$ cat src/phy_regs_pkg.sv
// constants and carrier types for the standard status and auto-negotiation registers
package phy_regs_pkg;
  localparam logic [4:0] ADDR_MODE_STATUS = 5'h01;
  localparam logic [4:0] ADDR_ID_HIGH = 5'h02;
  localparam logic [4:0] ADDR_ID_LOW = 5'h03;
  localparam logic [4:0] ADDR_ADVERT = 5'h04;
  localparam logic [4:0] ADDR_PARTNER = 5'h05;
  localparam logic [4:0] ADDR_EXPANSION = 5'h06;
  // mode status fixed capability image: bits 14:11, 8, 6, 3, 0 set
  localparam logic [15:0] STATUS_FIXED = 16'h7949;
  localparam int BIT_JABBER = 1;
  localparam int BIT_LINK = 2;
  localparam int BIT_RFAULT = 4;
  localparam int BIT_AN_DONE = 5;
  // live and latched status bits 5, 4, 2, 1; everything else is fixed
  localparam logic [15:0] STATUS_LIVE = 16'h0036;
  // advertisement writable field and default (selector 00001, abilities 8:5 set)
  localparam logic [15:0] ADV_WMASK = 16'hAFFF;
  localparam logic [15:0] ADV_RESET = 16'h01E1;
  localparam logic [15:0] PARTNER_RESET = 16'h0000;
  localparam int BIT_PDF = 4;
  localparam int BIT_LP_NP = 3;
  localparam int BIT_LOCAL_NP = 2;
  localparam int BIT_PAGE_RX = 1;
  localparam int BIT_LP_AN = 0;
  // identifier: arbitrary neutral values, not any maker's codes
  localparam logic [23:0] OUI_VALUE = 24'h00_1234;
  localparam logic [5:0] MODEL_VALUE = 6'h2A;
  localparam logic [3:0] REV_VALUE = 4'h1;
  // oui bits count from 1: bits 3..18 sit at index 2..17, bits 19..24 at 18..23
  localparam int OUI_HIGH_LSB = 2;
  localparam int OUI_LOW_LSB = 18;
  localparam logic [15:0] READ_ZERO = 16'h0000;

  // management access carrier
  typedef struct packed {
    logic rd;
    logic wr;
    logic [4:0] addr;
    logic [15:0] wdata;
  } mgmt_req_type;

  // events and levels from the negotiation and link logic
  typedef struct packed {
    logic link_up;
    logic remote_fault;
    logic jabber;
    logic an_complete;
    logic an_restart;
    logic pd_fault;
    logic page_rx;
    logic lp_np_able;
    logic lp_an_able;
    logic lp_valid;
    logic [15:0] lp_word;
  } phy_event_type;
endpackage : phy_regs_pkg

$ cat src/latch_flag.sv
// one read-clearing latched status bit
`timescale 1ns/10ps
`default_nettype none
module latch_flag
  import phy_regs_pkg::*;
#(
  parameter logic LATCH_LOW = 1'b0
) (
  input wire logic ref_clk,
  input wire logic sys_rst,
  input wire logic clr,
  input wire logic cond,
  input wire logic rd_clr,
  output logic flag_q
);
  // cond is the live level of the visible bit; the abnormal level is the
  // inverse of LATCH_LOW and sticks until a read reloads the live level
  always_ff @(posedge ref_clk) begin
    if (sys_rst || clr) begin
      flag_q <= 1'b0;
    end else if (cond == !LATCH_LOW) begin
      flag_q <= !LATCH_LOW; // event beats a same-cycle read clear
    end else if (rd_clr) begin
      flag_q <= cond;
    end
  end
endmodule : latch_flag
`default_nettype wire

$ cat src/phy_std_status_autoneg_regs.sv
// management registers 1 to 6: status, identifier, advertisement, partner, expansion
`timescale 1ns/10ps
`default_nettype none
module phy_std_status_autoneg_regs
  import phy_regs_pkg::*;
(
  input wire logic ref_clk,
  input wire logic sys_rst,
  input wire logic soft_rst,
  input wire mgmt_req_type req,
  input wire phy_event_type evt,
  output logic [15:0] rdata_q,
  output logic rvalid_q,
  output logic [15:0] advert_q
);
  logic rd_status;
  logic rd_exp;
  logic clr;
  logic link_q;
  logic rfault_q;
  logic jab_q;
  logic pdf_q;
  logic page_q;
  logic an_done_q;
  logic lp_np_q;
  logic lp_an_q;
  logic [15:0] partner_q;
  logic [15:0] status_w;
  logic [15:0] exp_w;
  logic [15:0] rd_d;
  logic wr_advert;
  logic any_rst;

  // one decoder for every register strobe: access kind and address must both match
  function automatic logic hit(input logic strobe, input logic [4:0] a,
                               input logic [4:0] target);
    return strobe && (a == target);
  endfunction : hit

  // checks run on the one clock; either reset drops every check in flight except soft_reset_a, which only sys_rst drops
  assign any_rst = sys_rst || soft_rst;

  assign clr = soft_rst;
  assign rd_status = hit(req.rd, req.addr, ADDR_MODE_STATUS);
  assign rd_exp = hit(req.rd, req.addr, ADDR_EXPANSION);
  assign wr_advert = hit(req.wr, req.addr, ADDR_ADVERT);

  // latching status bits share one cell type
  latch_flag #(.LATCH_LOW(1'b1)) link_flag (
    .ref_clk(ref_clk), .sys_rst(sys_rst), .clr(clr),
    .cond(evt.link_up), .rd_clr(rd_status), .flag_q(link_q));
  latch_flag #(.LATCH_LOW(1'b0)) rfault_flag (
    .ref_clk(ref_clk), .sys_rst(sys_rst), .clr(clr),
    .cond(evt.remote_fault), .rd_clr(rd_status), .flag_q(rfault_q));
  latch_flag #(.LATCH_LOW(1'b0)) jabber_flag (
    .ref_clk(ref_clk), .sys_rst(sys_rst), .clr(clr),
    .cond(evt.jabber), .rd_clr(rd_status), .flag_q(jab_q));
  latch_flag #(.LATCH_LOW(1'b0)) pdf_flag (
    .ref_clk(ref_clk), .sys_rst(sys_rst), .clr(clr),
    .cond(evt.pd_fault), .rd_clr(rd_exp), .flag_q(pdf_q));
  latch_flag #(.LATCH_LOW(1'b0)) page_flag (
    .ref_clk(ref_clk), .sys_rst(sys_rst), .clr(clr),
    .cond(evt.page_rx), .rd_clr(rd_exp), .flag_q(page_q));

  // flag cells hold the visible level, so the images read them directly
  logic rfault_v;
  logic jab_v;
  logic pdf_v;
  logic page_v;
  assign rfault_v = rfault_q;
  assign jab_v = jab_q;
  assign pdf_v = pdf_q;
  assign page_v = page_q;

  // negotiation complete: restart wins over completion
  always_ff @(posedge ref_clk) begin
    if (sys_rst || clr || evt.an_restart) begin
      an_done_q <= 1'b0;
    end else if (evt.an_complete) begin
      an_done_q <= 1'b1;
    end
  end

  // partner ability word captured when a base page is valid
  always_ff @(posedge ref_clk) begin
    if (sys_rst || clr || evt.an_restart) begin
      partner_q <= PARTNER_RESET;
    end else if (evt.lp_valid) begin
      partner_q <= evt.lp_word;
    end
  end

  // partner capability levels for the expansion word
  always_ff @(posedge ref_clk) begin
    if (sys_rst || clr) begin
      lp_np_q <= 1'b0;
      lp_an_q <= 1'b0;
    end else begin
      lp_np_q <= evt.lp_np_able;
      lp_an_q <= evt.lp_an_able;
    end
  end

  // advertisement: only writable bits take write data
  always_ff @(posedge ref_clk) begin
    if (sys_rst || clr) begin
      advert_q <= ADV_RESET;
    end else if (wr_advert) begin
      advert_q <= req.wdata & ADV_WMASK;
    end
  end

  // status image: constants plus live and latched bits
  always_comb begin
    status_w = STATUS_FIXED;
    status_w[BIT_LINK] = link_q;
    status_w[BIT_RFAULT] = rfault_v;
    status_w[BIT_JABBER] = jab_v;
    status_w[BIT_AN_DONE] = an_done_q;
  end

  // expansion image: reserved bits read zero
  always_comb begin
    exp_w = READ_ZERO;
    exp_w[BIT_PDF] = pdf_v;
    exp_w[BIT_LP_NP] = lp_np_q;
    exp_w[BIT_LOCAL_NP] = 1'b1;
    exp_w[BIT_PAGE_RX] = page_v;
    exp_w[BIT_LP_AN] = lp_an_q;
  end

  // read mux; unmapped addresses read zero
  always_comb begin
    unique case (req.addr)
      ADDR_MODE_STATUS: rd_d = status_w;
      ADDR_ID_HIGH: rd_d = OUI_VALUE[OUI_HIGH_LSB +: 16];
      ADDR_ID_LOW: rd_d = {OUI_VALUE[OUI_LOW_LSB +: 6], MODEL_VALUE, REV_VALUE};
      ADDR_ADVERT: rd_d = advert_q;
      ADDR_PARTNER: rd_d = partner_q;
      ADDR_EXPANSION: rd_d = exp_w;
      default: rd_d = READ_ZERO;
    endcase
  end

  // read data registered one cycle after the request
  always_ff @(posedge ref_clk) begin
    if (sys_rst) begin
      rdata_q <= READ_ZERO;
      rvalid_q <= 1'b0;
    end else begin
      rvalid_q <= req.rd;
      if (req.rd) begin
        rdata_q <= rd_d;
      end
    end
  end
endmodule : phy_std_status_autoneg_regs
`default_nettype wire

$ cat config.mk
export PLATFORM = sky130hd
export DESIGN_NAME = phy_std_status_autoneg_regs
export DESIGN_NICKNAME = d
export VERILOG_FILES = /design/src/phy_regs_pkg.sv /design/src/latch_flag.sv /design/src/phy_std_status_autoneg_regs.sv
export SDC_FILE = /design/constraint.sdc
export NUM_CORES = 1
export LEC_CHECK = 0
export BUFFER_PORTS_ARGS = -buffer_cell sky130_fd_sc_hd__buf_2
export CORE_MARGIN = 2
export CORE_UTILIZATION = 51
export CTS_BUF_LIST = sky130_fd_sc_hd__clkbuf_4 sky130_fd_sc_hd__clkbuf_8
export CTS_CLUSTER_DIAMETER = 60
export CTS_CLUSTER_SIZE = 25
export DETAILED_ROUTE_END_ITERATION = 8
export GPL_TIMING_DRIVEN = 0
export PLACE_DENSITY = 0.78
export SETUP_SLACK_MARGIN = 0.3
export SLEW_MARGIN = 20
export SYNTH_ARGS = -nofsm -noshare
export SYNTH_HDL_FRONTEND = slang
export SYNTH_SLANG_ARGS = --single-unit
$ cat constraint.sdc
create_clock -name ref_clk -period 1.9 [get_ports ref_clk]
set_clock_uncertainty 0.2 [all_clocks]
set_input_delay 0.19 -clock ref_clk [delete_from_list [all_inputs] [get_ports ref_clk]]
set_output_delay 0.19 -clock ref_clk [all_outputs]
set_load 0.005 [all_outputs]
======== Yosys cells after proc, flatten, opt, wreduce, memory -nomap -nowiden ========
Cells that the tools add are included.
cells by class
  equality and inequality tests ........... 6
  mux-type cells .......................... 7
  bitwise gates (word level) .............. 1
  reduce and logical (&&, ||, !) cells .... 10
operators by type and width
  operator                                       number
  one-hot mux 16 bit (6 select lines)            1
  == test 5 x 3 -> 1 bit, second input constant  3
  == test 5 x 2 -> 1 bit, second input constant  2
  nonzero test 2 bit                             4
  two-way mux 1 bit                              6
  == test 5 x 1 -> 1 bit, second input constant  1
  logical AND 1 bit                              3
  logical OR 1 bit                               2
  OR reduction 2 bit                             1
  NOT 1 bit                                      1
storage, ports and cells
  flip-flop bits (word level) ............. 55
  input port bits ......................... 52
  output and inout bits ................... 33

======== Logic depth before layout (Yosys ltp) ========
  word-level depth ........................ 4
  gate-level depth with buffers ........... 6
  gate-level depth less buffers ........... 3

======== Cells and area by module ========
From an unflattened synthesis, not the netlist that was laid out.
second synthesis, totals
  cells, all modules ...................... 255
  area total of the unflattened synthesis .. 2,417.3 µm²
modules (own cells, without submodules)
  module                         times used  cells each  area an instance (µm²)  seq. area each (µm²)
  phy_std_status_autoneg_regs    1           236         2,198.4                 1,001.0
  latch_flag at jabber_flag ...  4           4           45.0                    20.0
  latch_flag at link_flag        1           3           38.8                    20.0

======== Least setup slack after synthesis ========
OpenSTA, ideal clock, no wires.
  path type ............................... input-to-reg
  from .................................... input req[16] (netlist name)
  to ...................................... register jabber_flag.flag_q
  setup time .............................. 124 ps
  arrival time ............................ 1,176 ps
  required time ........................... 1,576 ps
  setup slack ............................. 400 ps
  stages .................................. 5
  buffers on the path ..................... 2
  cell sequence ........................... buf_4 -> or4b_1 -> buf_4 -> nor3b_4 -> o21ai_0
between the ends
  word-level cells in the longest chain between the ends .. 3
RTL lines
  item                          RTL line                           source
  start: declaration            phy_std_status_autoneg_regs.sv:10  input wire mgmt_req_type req,
  == test 5 x 1 -> 1 bit        phy_std_status_autoneg_regs.sv:37  return strobe && (a == target);
  logical AND 1 bit             phy_std_status_autoneg_regs.sv:37
  nonzero test 2 bit (no line)  -
  end signal: assignment        latch_flag.sv:22                   flag_q <= !LATCH_LOW;
  end signal: assignment        latch_flag.sv:24                   flag_q <= cond;
  end: declaration              latch_flag.sv:14                   output logic flag_q
Every way passes these cells.
A chain may end at the register's enable or synchronous reset.

======== Final worst setup path ========
  from .................................... input soft_rst
  to ...................................... register advert_q[15]
between the ends
  word-level cells in the longest chain between the ends .. 1
RTL lines
  item                    RTL line                            source
  start: declaration      phy_std_status_autoneg_regs.sv:9    input wire logic soft_rst,
  logical OR 1 bit        phy_std_status_autoneg_regs.sv:106  if (sys_rst || clr) begin
  end signal: assignment  phy_std_status_autoneg_regs.sv:109  advert_q <= req.wdata & ADV_WMASK;
  end: declaration        phy_std_status_autoneg_regs.sv:14   output logic [15:0] advert_q
Every way passes these cells.

==> metrics.md <==
| Metric | Value |
|---|---|
| Slowest stage delay, CP | `around 540 ps` |
| Maxcap violations | `0` |
| # setup viols final | `0` |
| Avg Cell Area, Syn | `9.319 µm²` |
| LEAKAGE | `between 1 and 1.5 nW` |
| Reg-to-Reg Start | `advert_q[9]` |
| Max-slew headroom | `54.80%` |
| Xor/xnor share of the synthesized area | `0%` |
| YS warnings | `0` |
| Final hold vios | `0` |
| Fin util | `between 70% and 80%` |
| Worst Hold Depth | `4` |
| Core area | `roughly 4600 µm²` |
| Crit path launch type | `input pin` |
| Iteration-0 DRC Markers | `between 150 and 200` |
| Proportion of layout cells with a drive suffix above 1 | `28.09%` |
| Synthesis-stage register bit count | `55` |
| Setup_tns | `0 ps` |
| First-pass GRT wire length | `between 10000 and 15000 µm` |
| Routed WL per cell | `15.81 µm` |
| Die width | `roughly 73 µm` |
| Final slew viol count | `0` |
| Cell Pwr Density | `about 630 nW/µm²` |
| Post-DRT Antenna Nets | `0` |
| Post-synth top area share | `between 40% and 50%` |
| Capturing point of the worst reg2reg path | `rdata_q[9]` |
| Cells after synthesis | `between 200 and 300` |
| Hold_sp | `soft_rst` |
| CP Buf/Inv Count | `3` |
| H-tree levels | `2` |
| Initial antenna violation count | `0` |
| RSZ-0062 raised after global routing | `false` |
| Final non-filler cell area | `roughly 3400 µm²` |
| Clk pwr share | `~31%` |
| Via count | `between 2000 and 2500` |
| Clk sinks | `55` |
| CP arrival | `between 1500 and 2000 ps` |
| Via density | `5.541` |
| Pint | `1.608 mW` |
| R2R setup slack | `590 ps` |
| Final WS setup | `roughly 380 ps` |
| Hold endpoint | `rfault_flag.flag_q` |
| Placed insts | `393` |
| Worst-margin pin slew | `between 600 and 700 ps` |
| Combinational group share of total power | `14.2%` |
| Simple-gate share of the synthesized area | `between 10% and 20%` |
| Die area | `approximately 5300 µm²` |
| Most common cell after layout, fill and taps aside | `buf_2` |
| Number of global-route vias before repair | `2278` |
| TritonRoute pass-1 iters | `7` |
| Gpl congestion | `0.9006` |
| Critical path endpoint category | `register` |
| Min cycle time layout | `roughly 1500 ps` |
| CTS root buf | `clkbuf_8` |
| Net Switching | `roughly 0.53 mW` |
| CTS tree | `built` |
| Post-synthesis compound-gate area fraction | `about 18%` |
| Status | `complete, no violations` |
| Most frequent cells in the layout | `buf_2 (89), dfxtp_1 (55), dlygate4sd3_1 (41)` |
| Adder-Cell Fraction of Synth Area | `0%` |
| Hold Path Class | `input pin to register` |
| Gr usage total | `26.38%` |
| Critical path type | `input pin to register` |
| Clock-pin slew on the worst setup and hold paths | `90 ps` |
| Mux contribution to synthesized area | `between 10% and 20%` |
| CP cell instances | `buf_2 > dlygate4sd3_1 > or2_2 > clkbuf_1 > a21oi_1` |
| CTS Buf Count | `5` |
| Starting Density | `a little over half` |
| Diodes inserted | `0` |
| Layout area overhead | `40.28%` |
| Fin Hold WS | `11.40 ps` |
| Seq/Total Area, Yosys | `between 40% and 50%` |
| Maximum clock rate | `657.4 MHz` |
| Clock latency on the worst-skew pair | `around 310 ps` |
| Chip height | `72.80 µm` |
| Setup WS pre-CTS | `84.12 ps` |
| Dpl cell area | `roughly 2900 µm²` |
| Crit-path max FO | `10` |
| Nets | `~440` |
| Sw Ratio | `between 20% and 30%` |
| Largest family of logic cells by synthesized area | `simple AND/OR/NAND/NOR gates` |
| Synth Cell Area | `roughly 2400 µm²` |
| Slowest CP cell | `dlygate4sd3_1` |
| CP required | `roughly 1900 ps` |
| CTS Buffer Depth | `2` |
| Top delay family on crit path | `buffers and inverters` |
| IO buf count | `around 80` |
| Flop pwr share | `about 55%` |
| # rows | `25` |
| Reg2reg path depth | `3` |
| Ranking of synthesized cells by area | `dfxtp_1 (46%), mux2i_1 (10%), nand3_1 (4.8%)` |
| Grt ovf | `0` |
| Non-filler cells, final | `between 400 and 500` |
| Synth area leader | `dfxtp_1` |
| Drt total wl | `about 7000 µm` |
| Final Power | `approximately 2.1 mW` |
| Distinct cells, synth | `between 40 and 50` |
| Largest net degree at the start of global routing | `18` |
| Post-DP HPWL | `4702 µm` |
| DRC errors left | `0` |
| Final cycle utilization of the critical path | `about four fifths` |
| I/O pin total | `85` |
| Maximum vdd ir drop | `around 0.00043 V` |
flip-flops by register name (all words and copies together), names as in the netlist:
register / cells
advert_q: 14
page_flag.flag_q: 1
link_flag.flag_q: 1
rdata_q: 16
jabber_flag.flag_q: 1
lp_np_q: 1
pdf_flag.flag_q: 1
rfault_flag.flag_q: 1
partner_q: 16
lp_an_q: 1
an_done_q: 1
rvalid_q: 1
final cells by class:
type,count,area (µm²)
inverters,4,15.01
flip-flops and latches,55,1101
clock buffers,6,76.32
multi-input cells,176,1176
clock inverters,2,17.52
repair buffers,120,805.8
plain buffers,25,126.4
well taps,54,67.56
fillers,360,1244
synthesized netlist by cell type:
| cell type | n |
|---|---|
| a31o_2 | 1 |
| a22o_1 | 10 |
| or4bb_1 | 2 |
| and3_1 | 1 |
| nand4b_1 | 2 |
| nor3b_1 | 3 |
| buf_1 | 1 |
| nand2_1 | 7 |
| nor2b_1 | 3 |
| clkbuf_1 | 9 |
| nor4bb_1 | 1 |
| nor2_1 | 22 |
| buf_2 | 10 |
| nand2b_1 | 5 |
| buf_4 | 5 |
| and2_1 | 5 |
| o32a_1 | 1 |
| o21ai_0 | 21 |
| nor4b_1 | 1 |
| or4b_1 | 2 |
| a32o_1 | 3 |
| conb_1 | 1 |
| nand3_1 | 23 |
| mux2_2 | 1 |
| mux2i_1 | 25 |
| o32a_2 | 1 |
| a31oi_1 | 2 |
| a211oi_1 | 1 |
| or2_2 | 1 |
| o32ai_1 | 1 |
| o22ai_1 | 6 |
| nor4b_4 | 1 |
| inv_1 | 4 |
| a211o_1 | 1 |
| o211a_1 | 1 |
| o2bb2ai_1 | 1 |
| o211ai_1 | 2 |
| dfxtp_1 | 55 |
| or3_1 | 3 |
| nor3b_4 | 1 |
| a21oi_1 | 13 |
cells by family (layout without fill, tap and decap cells):
kind of cell	count (synthesis)	count (layout)
multiplexers	26	26
other	1	2
AND/OR/NAND/NOR	83	83
buffers and inverters	29	157
AO/OA/AOI/OAI	65	65
flip-flops	55	55
power by group through the flow:
stage / sequential, mW / combinational, mW / clock [mW]
after floorplan: 1.20 / 0.133 / 0
after global placement: 1.21 / 0.227 / 0
after detailed placement: 1.21 / 0.229 / 0
after CTS: 1.18 / 0.293 / 0.662
after global routing: 1.18 / 0.327 / 0.703
final: 1.18 / 0.303 / 0.653
how the worst max path moves through the flow:
stage	startpoint	end	slack, ps	depth (start not counted)
2_1_floorplan	req[16]	jabber_flag.flag_q	400	5
6_report	soft_rst	advert_q[15]	380	5
3_5_place_dp	req[20]	advert_q[8]	80	5
5_1_grt	soft_rst	advert_q[3]	310	5
4_1_cts	soft_rst	advert_q[15]	380	5
3_3_place_gp	req[17]	advert_q[9]	130	6
worst min-delay path, stage by stage:
cell and delay, ps:
buf_2 90, nor2_1 70, nand2_1 60, o21ai_0 60
per-layer routing:
layer  part of all wire, %  GRT usage [%]
met1                    43          34.81
met2                    49          42.42
met3                   7.1          5.801
met4                   1.8          9.671
met5                     0              0
timing repair:
| item | 4_1_cts | 5_1_grt |
|---|---|---|
| endpoints found under the setup margin | 0 | 1 |
| setup buffers | 0 | 0 |
| hold buffers | 40 | 1 |
| hold endpoints to repair | 40 | 1 |
| gates resized for setup | 0 | 2 |
No activity file was read; power rests on OpenSTA's default activity.
